$ cat src/common/biw_defs.vh
// constants and field layout of the bridge I/O window and secondary status block
//
// Notes on behaviour
// - latency byte at bits 31:24 of 0x18 reads zero, writes ignored.
// - capability nibbles 3:0 and 11:8 of 0x1c always read one.
// - bits 7:4 hold window base address bits 15:12, writable, reset zero.
// - window base address bits 11:0 are taken as zero.
// - bits 15:12 hold window limit address bits 15:12, writable, reset zero.
// - window limit address bits 11:0 are taken as all ones.
// - address bits 31:16 of base and limit come from separate upper registers.
// - programmed base and limit decide whether an I/O request is forwarded.
// - status bits 21, 23, 26:25 and reserved 20:16, 22 read zero.
// - bit 24 set on secondary-side parity error as requester; resets zero.
// - bit 24 never set while parity error response enable is clear.
// - bit 27 set when completing a request with completer abort; read only.
// - bit 28 set on receiving completer-abort completion; read only.
// - bit 29 set on receiving unsupported-request completion; read only.
// - bit 30 set on sending fatal or nonfatal error message while enabled.
// - bit 31 set whenever secondary side receives a poisoned packet.
`ifndef BIW_DEFS_VH
`define BIW_DEFS_VH

// ----------------------------------------------------------------------------
// register offsets (byte addresses)
// ----------------------------------------------------------------------------
`define BIW_OFF_LATENCY     12'h018
`define BIW_OFF_IO_STATUS   12'h01c
`define BIW_OFF_CTRL        12'h040
`define BIW_OFF_INT_STATUS  12'h044
`define BIW_OFF_INT_MASK    12'h048

// ----------------------------------------------------------------------------
// field positions and fixed values
// ----------------------------------------------------------------------------
`define BIW_LATENCY_VAL     8'h00
`define BIW_IO_CAP_VAL      4'h1
`define BIW_NIB_RESET       4'h0
`define BIW_WIN_BASE_LOW    12'h000
`define BIW_WIN_LIMIT_LOW   12'hfff
`define BIW_STS_PERR        24
`define BIW_STS_SIG_CA      27
`define BIW_STS_RCV_CA      28
`define BIW_STS_RCV_UR      29
`define BIW_STS_SERR        30
`define BIW_STS_POISON      31

// ----------------------------------------------------------------------------
// event indices, shared by status, interrupt status and mask
// ----------------------------------------------------------------------------
`define BIW_EVT_NUM         6
`define BIW_EVT_PERR        0
`define BIW_EVT_SIG_CA      1
`define BIW_EVT_RCV_CA      2
`define BIW_EVT_RCV_UR      3
`define BIW_EVT_SERR        4
`define BIW_EVT_POISON      5
`define BIW_EVT_RESET       6'h00
`define BIW_EVT_W1C_MASK    6'h31

// ----------------------------------------------------------------------------
// control register
// ----------------------------------------------------------------------------
`define BIW_CTRL_PERR_EN    0
`define BIW_CTRL_SERR_EN    1
`define BIW_CTRL_RESET      2'h0

`endif

$ cat src/hdl/biw_io_window_match.v
// inclusive range check of an I/O address against the forwarding window
`timescale 1ns/1ps
`default_nettype none
`include "biw_defs.vh"

module biw_io_window_match
(
  input  wire        clk,
  input  wire        rst_n,
  input  wire [3:0]  base_nib,
  input  wire [3:0]  limit_nib,
  input  wire [15:0] base_upper,
  input  wire [15:0] limit_upper,
  input  wire        req_valid,
  input  wire [31:0] req_addr,
  output reg         fwd_valid_reg,
  output reg         fwd_hit_reg
);

  wire [31:0] win_base;
  wire [31:0] win_limit;
  wire        in_window;

  assign win_base  = {base_upper, base_nib, `BIW_WIN_BASE_LOW};
  assign win_limit = {limit_upper, limit_nib, `BIW_WIN_LIMIT_LOW};
  // base above limit gives an empty window, so nothing is forwarded
  assign in_window = (req_addr >= win_base) && (req_addr <= win_limit);

  always @(posedge clk or negedge rst_n)
  begin
    if (!rst_n)
    begin
      fwd_valid_reg <= 1'b0;
      fwd_hit_reg   <= 1'b0;
    end
    else
    begin
      fwd_valid_reg <= req_valid;
      fwd_hit_reg   <= req_valid & in_window;
    end
  end

endmodule // biw_io_window_match
`default_nettype wire

$ cat src/hdl/biw_top.v
// APB register bank for the bridge I/O window and secondary status flags
//
// Register access over APB was chosen for this implementation.
`timescale 1ns/1ps
`default_nettype none
`include "biw_defs.vh"

module biw_top
#(
  parameter ADDR_W = 12
)
(
  input  wire              pclk,
  input  wire              presetn,
  input  wire              psel,
  input  wire              penable,
  input  wire              pwrite,
  input  wire [ADDR_W-1:0] paddr,
  input  wire [31:0]       pwdata,
  input  wire [3:0]        pstrb,
  output reg  [31:0]       prdata,
  output reg               pready,
  output reg               pslverr,
  input  wire              evt_parity_error,
  input  wire              evt_abort_sent,
  input  wire              evt_abort_received,
  input  wire              evt_unsupported_received,
  input  wire              evt_error_msg_sent,
  input  wire              evt_poisoned_received,
  input  wire [15:0]       io_base_upper,
  input  wire [15:0]       io_limit_upper,
  input  wire              io_req_valid,
  input  wire [31:0]       io_req_addr,
  output wire              io_fwd_valid,
  output wire              io_fwd_hit,
  output reg               irq
);

  // --------------------------------------------------------------------------
  // decode helpers
  // --------------------------------------------------------------------------
  function hit_off;
    input [ADDR_W-1:0] addr;
    input [11:0]       off;
    begin
      hit_off = (addr == off[ADDR_W-1:0]);
    end
  endfunction

  // event index to its bit inside the secondary status half-word
  function [31:0] place_status;
    input [`BIW_EVT_NUM-1:0] flags;
    begin
      place_status                  = 32'h0000_0000;
      place_status[`BIW_STS_PERR]   = flags[`BIW_EVT_PERR];
      place_status[`BIW_STS_SIG_CA] = flags[`BIW_EVT_SIG_CA];
      place_status[`BIW_STS_RCV_CA] = flags[`BIW_EVT_RCV_CA];
      place_status[`BIW_STS_RCV_UR] = flags[`BIW_EVT_RCV_UR];
      place_status[`BIW_STS_SERR]   = flags[`BIW_EVT_SERR];
      place_status[`BIW_STS_POISON] = flags[`BIW_EVT_POISON];
    end
  endfunction

  function [`BIW_EVT_NUM-1:0] pick_status;
    input [31:0] word;
    begin
      pick_status                 = `BIW_EVT_RESET;
      pick_status[`BIW_EVT_PERR]   = word[`BIW_STS_PERR];
      pick_status[`BIW_EVT_SIG_CA] = word[`BIW_STS_SIG_CA];
      pick_status[`BIW_EVT_RCV_CA] = word[`BIW_STS_RCV_CA];
      pick_status[`BIW_EVT_RCV_UR] = word[`BIW_STS_RCV_UR];
      pick_status[`BIW_EVT_SERR]   = word[`BIW_STS_SERR];
      pick_status[`BIW_EVT_POISON] = word[`BIW_STS_POISON];
    end
  endfunction

  // a register write lands only on a committed, accepted access to its lane
  function lane_write;
    input commit;
    input sel;
    input lane;
    begin
      lane_write = commit & sel & lane;
    end
  endfunction

  // --------------------------------------------------------------------------
  // state
  // --------------------------------------------------------------------------
  reg  [3:0]              io_base_nib_reg;
  reg  [3:0]              io_base_nib_next;
  reg  [3:0]              io_limit_nib_reg;
  reg  [3:0]              io_limit_nib_next;
  reg  [1:0]              ctrl_reg;
  reg  [1:0]              ctrl_next;
  reg  [`BIW_EVT_NUM-1:0] sec_status_reg;
  reg  [`BIW_EVT_NUM-1:0] int_status_reg;
  reg  [`BIW_EVT_NUM-1:0] int_mask_reg;
  reg  [`BIW_EVT_NUM-1:0] int_mask_next;
  reg  [31:0]             rdata_next;
  reg                     slverr_next;

  wire                    setup_phase;
  wire                    wr_commit;
  wire                    sel_latency;
  wire                    sel_io_status;
  wire                    sel_ctrl;
  wire                    sel_int_status;
  wire                    sel_int_mask;
  wire                    mapped;
  wire [`BIW_EVT_NUM-1:0] evt_raw;
  wire [`BIW_EVT_NUM-1:0] evt_set;
  wire [`BIW_EVT_NUM-1:0] sts_clr;
  wire [`BIW_EVT_NUM-1:0] int_clr;
  wire [`BIW_EVT_NUM-1:0] wr_sts_ones;
  wire [`BIW_EVT_NUM-1:0] wr_int_ones;
  wire                    wr_base_nib;
  wire                    wr_limit_nib;
  wire                    wr_ctrl_lane;
  wire                    wr_mask_lane;
  wire                    wr_sts_lane;
  wire                    wr_int_lane;
  wire                    irq_pending;

  // --------------------------------------------------------------------------
  // apb handshake
  // --------------------------------------------------------------------------
  // answer is prepared in setup, so access completes with no wait state
  assign setup_phase    = psel & ~penable;
  assign wr_commit      = psel & penable & pready & pwrite & ~pslverr;

  assign sel_latency    = hit_off(paddr, `BIW_OFF_LATENCY);
  assign sel_io_status  = hit_off(paddr, `BIW_OFF_IO_STATUS);
  assign sel_ctrl       = hit_off(paddr, `BIW_OFF_CTRL);
  assign sel_int_status = hit_off(paddr, `BIW_OFF_INT_STATUS);
  assign sel_int_mask   = hit_off(paddr, `BIW_OFF_INT_MASK);
  assign mapped         = sel_latency | sel_io_status | sel_ctrl | sel_int_status | sel_int_mask;

  always @(posedge pclk or negedge presetn)
  begin
    if (!presetn)
    begin
      pready  <= 1'b0;
      pslverr <= 1'b0;
      prdata  <= 32'h0000_0000;
    end
    else if (setup_phase)
    begin
      pready  <= 1'b1;
      pslverr <= slverr_next;
      prdata  <= rdata_next;
    end
    else
    begin
      pready  <= 1'b0;
      pslverr <= 1'b0;
      prdata  <= 32'h0000_0000;
    end
  end

  // --------------------------------------------------------------------------
  // read data
  // --------------------------------------------------------------------------
  always @*
  begin
    rdata_next  = 32'h0000_0000;
    slverr_next = ~mapped;
    if (pwrite)
    begin
      rdata_next = 32'h0000_0000;
    end
    else if (sel_latency)
    begin
      rdata_next[31:24] = `BIW_LATENCY_VAL;
    end
    else if (sel_io_status)
    begin
      // bits 20:16, 21, 22, 23, 26:25 stay zero from the default
      rdata_next        = place_status(sec_status_reg);
      rdata_next[3:0]   = `BIW_IO_CAP_VAL;
      rdata_next[7:4]   = io_base_nib_reg;
      rdata_next[11:8]  = `BIW_IO_CAP_VAL;
      rdata_next[15:12] = io_limit_nib_reg;
    end
    else if (sel_ctrl)
    begin
      rdata_next[1:0] = ctrl_reg;
    end
    else if (sel_int_status)
    begin
      rdata_next[`BIW_EVT_NUM-1:0] = int_status_reg;
    end
    else if (sel_int_mask)
    begin
      rdata_next[`BIW_EVT_NUM-1:0] = int_mask_reg;
    end
    else
    begin
      rdata_next = 32'h0000_0000;
    end
  end

  // --------------------------------------------------------------------------
  // write strobes
  // --------------------------------------------------------------------------
  // status clears ride on lane 3, nibbles on lanes 0 and 1, so byte writes stay apart
  assign wr_base_nib  = lane_write(wr_commit, sel_io_status, pstrb[0]);
  assign wr_limit_nib = lane_write(wr_commit, sel_io_status, pstrb[1]);
  assign wr_ctrl_lane = lane_write(wr_commit, sel_ctrl, pstrb[0]);
  assign wr_mask_lane = lane_write(wr_commit, sel_int_mask, pstrb[0]);
  assign wr_sts_lane  = lane_write(wr_commit, sel_io_status, pstrb[3]);
  assign wr_int_lane  = lane_write(wr_commit, sel_int_status, pstrb[0]);

  // --------------------------------------------------------------------------
  // window and control writes
  // --------------------------------------------------------------------------
  // latency byte and capability nibbles have no storage, writes fall away
  always @*
  begin
    io_base_nib_next  = io_base_nib_reg;
    io_limit_nib_next = io_limit_nib_reg;
    ctrl_next         = ctrl_reg;
    int_mask_next     = int_mask_reg;
    if (wr_base_nib)
    begin
      io_base_nib_next = pwdata[7:4];
    end
    if (wr_limit_nib)
    begin
      io_limit_nib_next = pwdata[15:12];
    end
    if (wr_ctrl_lane)
    begin
      ctrl_next = pwdata[1:0];
    end
    if (wr_mask_lane)
    begin
      int_mask_next = pwdata[`BIW_EVT_NUM-1:0];
    end
  end

  always @(posedge pclk or negedge presetn)
  begin
    if (!presetn)
    begin
      io_base_nib_reg  <= `BIW_NIB_RESET;
      io_limit_nib_reg <= `BIW_NIB_RESET;
      ctrl_reg         <= `BIW_CTRL_RESET;
      int_mask_reg     <= `BIW_EVT_RESET;
    end
    else
    begin
      io_base_nib_reg  <= io_base_nib_next;
      io_limit_nib_reg <= io_limit_nib_next;
      ctrl_reg         <= ctrl_next;
      int_mask_reg     <= int_mask_next;
    end
  end

  // --------------------------------------------------------------------------
  // event capture
  // --------------------------------------------------------------------------
  assign evt_raw[`BIW_EVT_PERR]   = evt_parity_error;
  assign evt_raw[`BIW_EVT_SIG_CA] = evt_abort_sent;
  assign evt_raw[`BIW_EVT_RCV_CA] = evt_abort_received;
  assign evt_raw[`BIW_EVT_RCV_UR] = evt_unsupported_received;
  assign evt_raw[`BIW_EVT_SERR]   = evt_error_msg_sent;
  assign evt_raw[`BIW_EVT_POISON] = evt_poisoned_received;

  // reporting enables gate the event itself, so a later enable sets nothing
  assign evt_set[`BIW_EVT_PERR]   = evt_raw[`BIW_EVT_PERR] & ctrl_reg[`BIW_CTRL_PERR_EN];
  assign evt_set[`BIW_EVT_SIG_CA] = evt_raw[`BIW_EVT_SIG_CA];
  assign evt_set[`BIW_EVT_RCV_CA] = evt_raw[`BIW_EVT_RCV_CA];
  assign evt_set[`BIW_EVT_RCV_UR] = evt_raw[`BIW_EVT_RCV_UR];
  assign evt_set[`BIW_EVT_SERR]   = evt_raw[`BIW_EVT_SERR] & ctrl_reg[`BIW_CTRL_SERR_EN];
  assign evt_set[`BIW_EVT_POISON] = evt_raw[`BIW_EVT_POISON];

  // only bits 24, 30, 31 take write-one-to-clear; 27..29 ignore writes
  assign wr_sts_ones = pick_status(pwdata) & {`BIW_EVT_NUM{pstrb[3]}};
  assign sts_clr     = wr_sts_lane ? (wr_sts_ones & `BIW_EVT_W1C_MASK) : `BIW_EVT_RESET;
  assign wr_int_ones = pwdata[`BIW_EVT_NUM-1:0] & {`BIW_EVT_NUM{pstrb[0]}};
  assign int_clr     = wr_int_lane ? wr_int_ones : `BIW_EVT_RESET;

  // --------------------------------------------------------------------------
  // sticky flags
  // --------------------------------------------------------------------------
  // a set in the clearing cycle wins, so no event is lost
  genvar gi;
  generate
    for (gi = 0; gi < `BIW_EVT_NUM; gi = gi + 1)
    begin : g_flag
      always @(posedge pclk or negedge presetn)
      begin
        if (!presetn)
        begin
          sec_status_reg[gi] <= 1'b0;
          int_status_reg[gi] <= 1'b0;
        end
        else
        begin
          sec_status_reg[gi] <= evt_set[gi] | (sec_status_reg[gi] & ~sts_clr[gi]);
          int_status_reg[gi] <= evt_set[gi] | (int_status_reg[gi] & ~int_clr[gi]);
        end
      end
    end
  endgenerate

  // --------------------------------------------------------------------------
  // interrupt
  // --------------------------------------------------------------------------
  // any unmasked flag asks for service
  assign irq_pending = |(int_status_reg & int_mask_reg);

  // follows the flop one cycle late; eases timing at the cost of a cycle
  always @(posedge pclk or negedge presetn)
  begin
    if (!presetn)
    begin
      irq <= 1'b0;
    end
    else
    begin
      irq <= irq_pending;
    end
  end

  // --------------------------------------------------------------------------
  // forwarding decision
  // --------------------------------------------------------------------------
  biw_io_window_match u_match
  (
    .clk           (pclk),
    .rst_n         (presetn),
    .base_nib      (io_base_nib_reg),
    .limit_nib     (io_limit_nib_reg),
    .base_upper    (io_base_upper),
    .limit_upper   (io_limit_upper),
    .req_valid     (io_req_valid),
    .req_addr      (io_req_addr),
    .fwd_valid_reg (io_fwd_valid),
    .fwd_hit_reg   (io_fwd_hit)
  );

endmodule // biw_top
`default_nettype wire

$ cat config.mk
export PLATFORM = sky130hd
export DESIGN_NAME = biw_top
export DESIGN_NICKNAME = d
export VERILOG_FILES = /design/src/hdl/biw_io_window_match.v /design/src/hdl/biw_top.v
export VERILOG_INCLUDE_DIRS = /design/src /design/src/common
export SDC_FILE = /design/constraint.sdc
export NUM_CORES = 1
export LEC_CHECK = 0
export ABC_AREA = 1
export BUFFER_PORTS_ARGS = -buffer_cell sky130_fd_sc_hd__buf_2
export CORE_UTILIZATION = 51
export DETAILED_ROUTE_END_ITERATION = 12
export GPL_ROUTABILITY_DRIVEN = 0
export PLACE_DENSITY_LB_ADDON = 0.15
export REMOVE_ABC_BUFFERS = 1
export SLEW_MARGIN = 0
export SYNTH_ARGS = -nofsm -noshare
export SYNTH_HDL_FRONTEND = slang
export SYNTH_SLANG_ARGS = --single-unit
$ cat constraint.sdc
create_clock -name pclk -period 3.7 [get_ports pclk]
set_input_delay 0.555 -clock pclk [delete_from_list [all_inputs] [get_ports pclk]]
set_output_delay 0.555 -clock pclk [all_outputs]
set_load 0.01 [all_outputs]
# Yosys cells after proc, flatten, opt, wreduce, memory -nomap -nowiden
# Cells that the tools add are included.
[op_classes]
add_sub_neg = 0
multipliers = 0
div_mod_pow = 0
n_lt_le_gt_ge = 2
n_eq_ne = 5
shift = 0
n_mux = 13
bitwise_logic = 64
n_reduce_logical = 2
[ops]
columns = ["cell", "count"]
rows = [
  ["two-way mux 32 bit", 3],
  ["equality test 12 x 7 -> 1 bit, second input constant", 3],
  ["greater-or-equal comparator 32 bit", 1],
  ["less-or-equal comparator 32 bit", 1],
  ["AND 1 bit", 30],
  ["equality test 12 x 5 -> 1 bit, second input constant", 2],
  ["two-way mux 24 bit", 1],
  ["two-way mux 6 bit", 4],
  ["AND 6 bit", 3],
  ["bitwise OR 1 bit", 16],
  ["inverter 1 bit", 15],
  ["two-way mux 8 bit", 1],
  ["OR reduction 6 bit", 1],
  ["two-way mux 4 bit", 1],
  ["two-way mux 1 bit", 2],
  ["two-way mux 2 bit", 1],
  ["logical AND 1 bit", 1],
]
[word_totals]
reg_bits = 65
latch_bits = 0
ram_bits = 0
mem_bits_ro = 0
word_cells = 108
mem_count = 0

# Logic depth before layout (Yosys ltp)
[depth]
ltp_word = 10
depth_mapped = 13
ltp_nobuf = 13

# Cells and area by module
# A second synthesis with hierarchy kept.
[unflattened]
cells_unflattened = 498
area_unflattened_um2 = 3712.3
[by_module_without_submodules]
columns = ["mod", "n_inst", "cells_each", "area_each_um2", "seq_area_each_um2"]
rows = [
  ["biw_top", 1, 281, 2418.6, 1251.2],
  ["biw_io_window_match", 1, 217, 1293.7, 50.0],
]

# Worst setup path after synthesis
# Ideal clock, no wire load.
[synth_timing]
path_kind = "in2reg"
from = "input port paddr[11]"
to = "register int_mask_reg[4]"
setup_ns = 0.119
arrival_time_ns = 1.483
setup_slack_ns = 2.098
stages = 9
n_path_buf = 1
cell_sequence = "nor2_1 > nand2_2 > nor2_8 > nand2_2 > nor2_4 > nand2_2 > buf_6 > nand2_1 > o21ai_2"
[synth_via]
elab_chain_len = 3
[synth_rtl]
columns = ["item", "line_no", "text"]
rows = [
  ["start: declaration", "biw_top.v:18", "input wire [ADDR_W-1:0] paddr,"],
  ["equality test 12 x 7 -> 1 bit", "biw_top.v:46", "hit_off = (addr == off[ADDR_W-1:0]);"],
  ["AND 1 bit (2 in series)", "biw_top.v:83", "lane_write = commit & sel & lane;"],
  ["end signal: assignment", "biw_top.v:249", "int_mask_reg <= `BIW_EVT_RESET;"],
  ["end signal: assignment", "biw_top.v:256", "int_mask_reg <= int_mask_next;"],
  ["end: declaration", "biw_top.v:98", "reg [`BIW_EVT_NUM-1:0] int_mask_reg;"],
]
# Every way passes these cells.
# A chain may end at the register's enable or synchronous reset.

# Final worst setup path
[layout_timing]
from = "input port paddr[1]"
to = "register int_status_reg[0]"
[layout_via]
elab_chain_len = 7
[layout_rtl]
columns = ["item", "line_no", "text"]
rows = [
  ["equality test 12 x 7 -> 1 bit", "biw_top.v:46", ""],
  ["AND 1 bit (2 in series)", "biw_top.v:83", ""],
  ["two-way mux 6 bit (no source line)", "n/a", ""],
  ["inverter 1 bit", "biw_top.v:302", "int_status_reg[gi] <= evt_set[gi] | (int_status_reg[gi] & ~int_clr[gi]);"],
  ["AND 1 bit", "biw_top.v:302", ""],
  ["bitwise OR 1 bit", "biw_top.v:302", ""],
  ["end signal: indexed assignment", "biw_top.v:302", ""],
  ["end: declaration", "biw_top.v:97", "reg [`BIW_EVT_NUM-1:0] int_status_reg;"],
]
# Every way passes these cells.

==> reports/metrics.yaml <==
status: "completed"
num_vias: 3259
place_inst: 704
critPathKind: "in2reg"
setup_violations: 0
rsz0062_at_grt: "no"
min_path_type: "in2async"
antenna_left: 0
power.switching_uw: 306
hold_slack_ns: 0.353
yosys_warnings: 0
cts_sinks: 52
cp.required_ns: 3.89
ys_types: 31
top_register: "prdata"
min_period_ns: 1.60
synth_area_mm2: 0.00362
synth_area_leaders: "dfrtp_1, ha_1, nand2_1"
gr-usage-all-layers: 0.213
cts_tree: "done"
grt_pass1_wl_um: 12700
cts_buffers: 5
fin_crit_sh: 0.434
numPortBuffers: 129
wl_um: 7690
seq_power_share: 0.490
synth_top_area_frac: 0.359
clkPwrFrac: 0.335
antenna_found_initial: 0
slew-limit-headroom: 0.578
clock_latency_ns: 0.29
path_clk_slew_ns: 0.09
post_drt_wl_per_cell_um: 10.8
cpMostUsedCell: "nand2_1"
vdd_ir_drop_max_mv: 0.204
fin_setup_tns_ns: 0
power.density_mw_per_mm2: 265
drt-pass1-iter-count: 4
fill_cells: 631
post_cts_buffers: 0
layout-drive-gt1-share: 0.292
multi_input_area_mm2: 0.00182
die-height_um: 86.3
vias_per_cell: 4.58
worstPathArrival_ns: 1.79
htree_levels: 2
die_x_um: 86.3
core_mm2: 0.00683
drt-initial-drc-count: 139
fin_worst_skew_ns: 0.00208
clockRootBuffer: "clkbuf_8"
start_kind: "primary input"
p_leak_uw: 0.00277
p_int_uw: 865
worstMarginPinSlew_ns: 0.633
yosysTopAreaCell: "dfrtp_1"
ys_seq_area_frac: 0.359
combPwrFrac: 0.175
ys_seq_elements: 52
drv_cap: 0
crit_path_max_fanout: 15
syn_to_final_growth_pct: 22.1
start_util: 0.530
largest_register_ffs: 19
fmax_mhz: 623
cts_hold_buf: 0
critical_path.max_stage_delay_ns: 0.28
grt_pass1_vias: 3104
p_sw_frac: 0.261
cts_resized: 0
grt_max_degree: 53
syn_area_per_cell_um2: 7.51
seq_area_mm2: 0.00130
final_cells: 712
row_count: 30
num_io_pins: 161
place_hpwl_um: 6450
diodes: 0
grt-ovfl-total: 0
nets: 779
cts_buffer_depth: 2
syn_inst: 482
cp-end-kind: "register"
die_area_mm2: 0.00744
hold_viol: 0
drcViolationCount: 0
slowest_stage: "nand2_2"
slew_violations: 0
cp_cell_sequence: "buf_2 -> nor2_4 -> inv_2 -> nor3_2 -> nand2_2 -> nor2_1 -> nand2_1 -> nand2_1 -> o21ai_0"
worst paths after layout:
check                                    startpoint               endpoint  slack (ns)  cells after the start
worst max register to register  io_limit_nib_reg[1]    u_match.fwd_hit_reg        2.28                     11
worst max-delay path                       paddr[1]      int_status_reg[0]        2.10                      9
max in group asynchronous                   presetn              prdata[8]        2.93                      2
min in group pclk                      io_req_valid  u_match.fwd_valid_reg        0.38                      1
worst min register to register    sec_status_reg[1]      sec_status_reg[1]        0.47                      2
worst min-delay path                        presetn             prdata[14]        0.35                      2
metrics by stage:
stage,instance area [µm²],utilization,setup WS [ns],power (µW)
3_3_place_gp,4310,0.631,1.80,783
6_report,4420,0.648,2.10,1170
3_5_place_dp,4310,0.631,1.77,791
2_1_floorplan,3540,-,2.10,689
4_1_cts,4420,0.648,2.10,1180
5_1_grt,4420,0.648,2.00,1240
cell usage after synthesis:
master / count
inv_1: 105
o21ai_2: 6
nand2_1: 113
o21bai_1: 1
a31oi_1: 1
a21oi_1: 21
o21ai_0: 6
nor2_1: 47
nand2_4: 2
nand2_2: 5
nor2_8: 1
ha_1: 40
nand3_2: 2
o21a_1: 1
nor2_2: 12
conb_1: 1
o21ai_1: 10
nand3_1: 11
a21o_1: 2
buf_6: 3
nor3_1: 3
nor3_4: 1
nand4_1: 6
nor2_4: 3
nor3_2: 4
a221oi_1: 1
buf_4: 13
dfrtp_1: 52
inv_2: 6
o22ai_1: 2
and2_1: 1
final cells by class:
cell class / count / area share
clock buffers: 5 / 0.0156
clock inverters: 3 / 0.0105
inverters: 111 / 0.0942
multi-input cells: 315 / 0.411
flip-flops and latches: 52 / 0.294
well taps: 96 / 0.0271
repair buffers: 130 / 0.148
cell usage in the layout, fill, tap and decap left out, types with 2 or more instances in the layout:
| cell | instances |
|---|---|
| buf_2 | 129 |
| nand2_1 | 113 |
| inv_1 | 105 |
| dfrtp_1 | 52 |
| nor2_1 | 47 |
| ha_1 | 40 |
| a21oi_1 | 21 |
| conb_1 | 13 |
| nor2_2 | 12 |
| nand3_1 | 11 |
| o21ai_1 | 10 |
| inv_2 | 6 |
| nand4_1 | 6 |
| o21ai_0 | 6 |
| o21ai_2 | 6 |
| nand2_2 | 5 |
| clkbuf_8 | 5 |
| nor3_2 | 4 |
| nor2_4 | 3 |
| nor3_1 | 3 |
| nand2_4 | 2 |
| nand3_2 | 2 |
| o22ai_1 | 2 |
| a21o_1 | 2 |
per-layer routing:
| layer | GRT usage | up-vias | wire length, µm |
|---|---|---|---|
| met1 | 0.267 | 1436 | 3370 |
| met4 | 0.0545 | 0 | 125 |
| met3 | 0.0276 | 12 | 395 |
| met5 | 0 | - | 0 |
| met2 | 0.387 | 102 | 3800 |
| li1 | - | 1709 | - |
power groups by stage:
| stage | clock, µW | sequential [µW] | combinational [µW] |
|---|---|---|---|
| after floorplan | 0 | 587 | 102 |
| after global placement | 0 | 585 | 198 |
| after detailed placement | 0 | 585 | 206 |
| after CTS | 403 | 574 | 207 |
| after global routing | 428 | 575 | 238 |
| final | 392 | 574 | 205 |
cell families (layout without fill, tap and decap cells):
kind of cell | Yosys count | count (layout) | synth area share
buffers and inverters | 127 | 249 | 0.151
AOI/OAI and AO/OA | 51 | 51 | 0.0815
other | 1 | 13 | 0.00104
adders and majority gates | 40 | 40 | 0.138
and+or+nand+nor | 211 | 211 | 0.269
DFF | 52 | 52 | 0.359
critical path: cells and delay by family:
| kind | cells | cell delay [ns] |
|---|---|---|
| buffers and inverters | 2 | 0.17 |
| and+or+nand+nor | 6 | 1.00 |
| AOI/OAI and AO/OA | 1 | 0.07 |
Note: power is estimated with default switching activity, not from simulation.
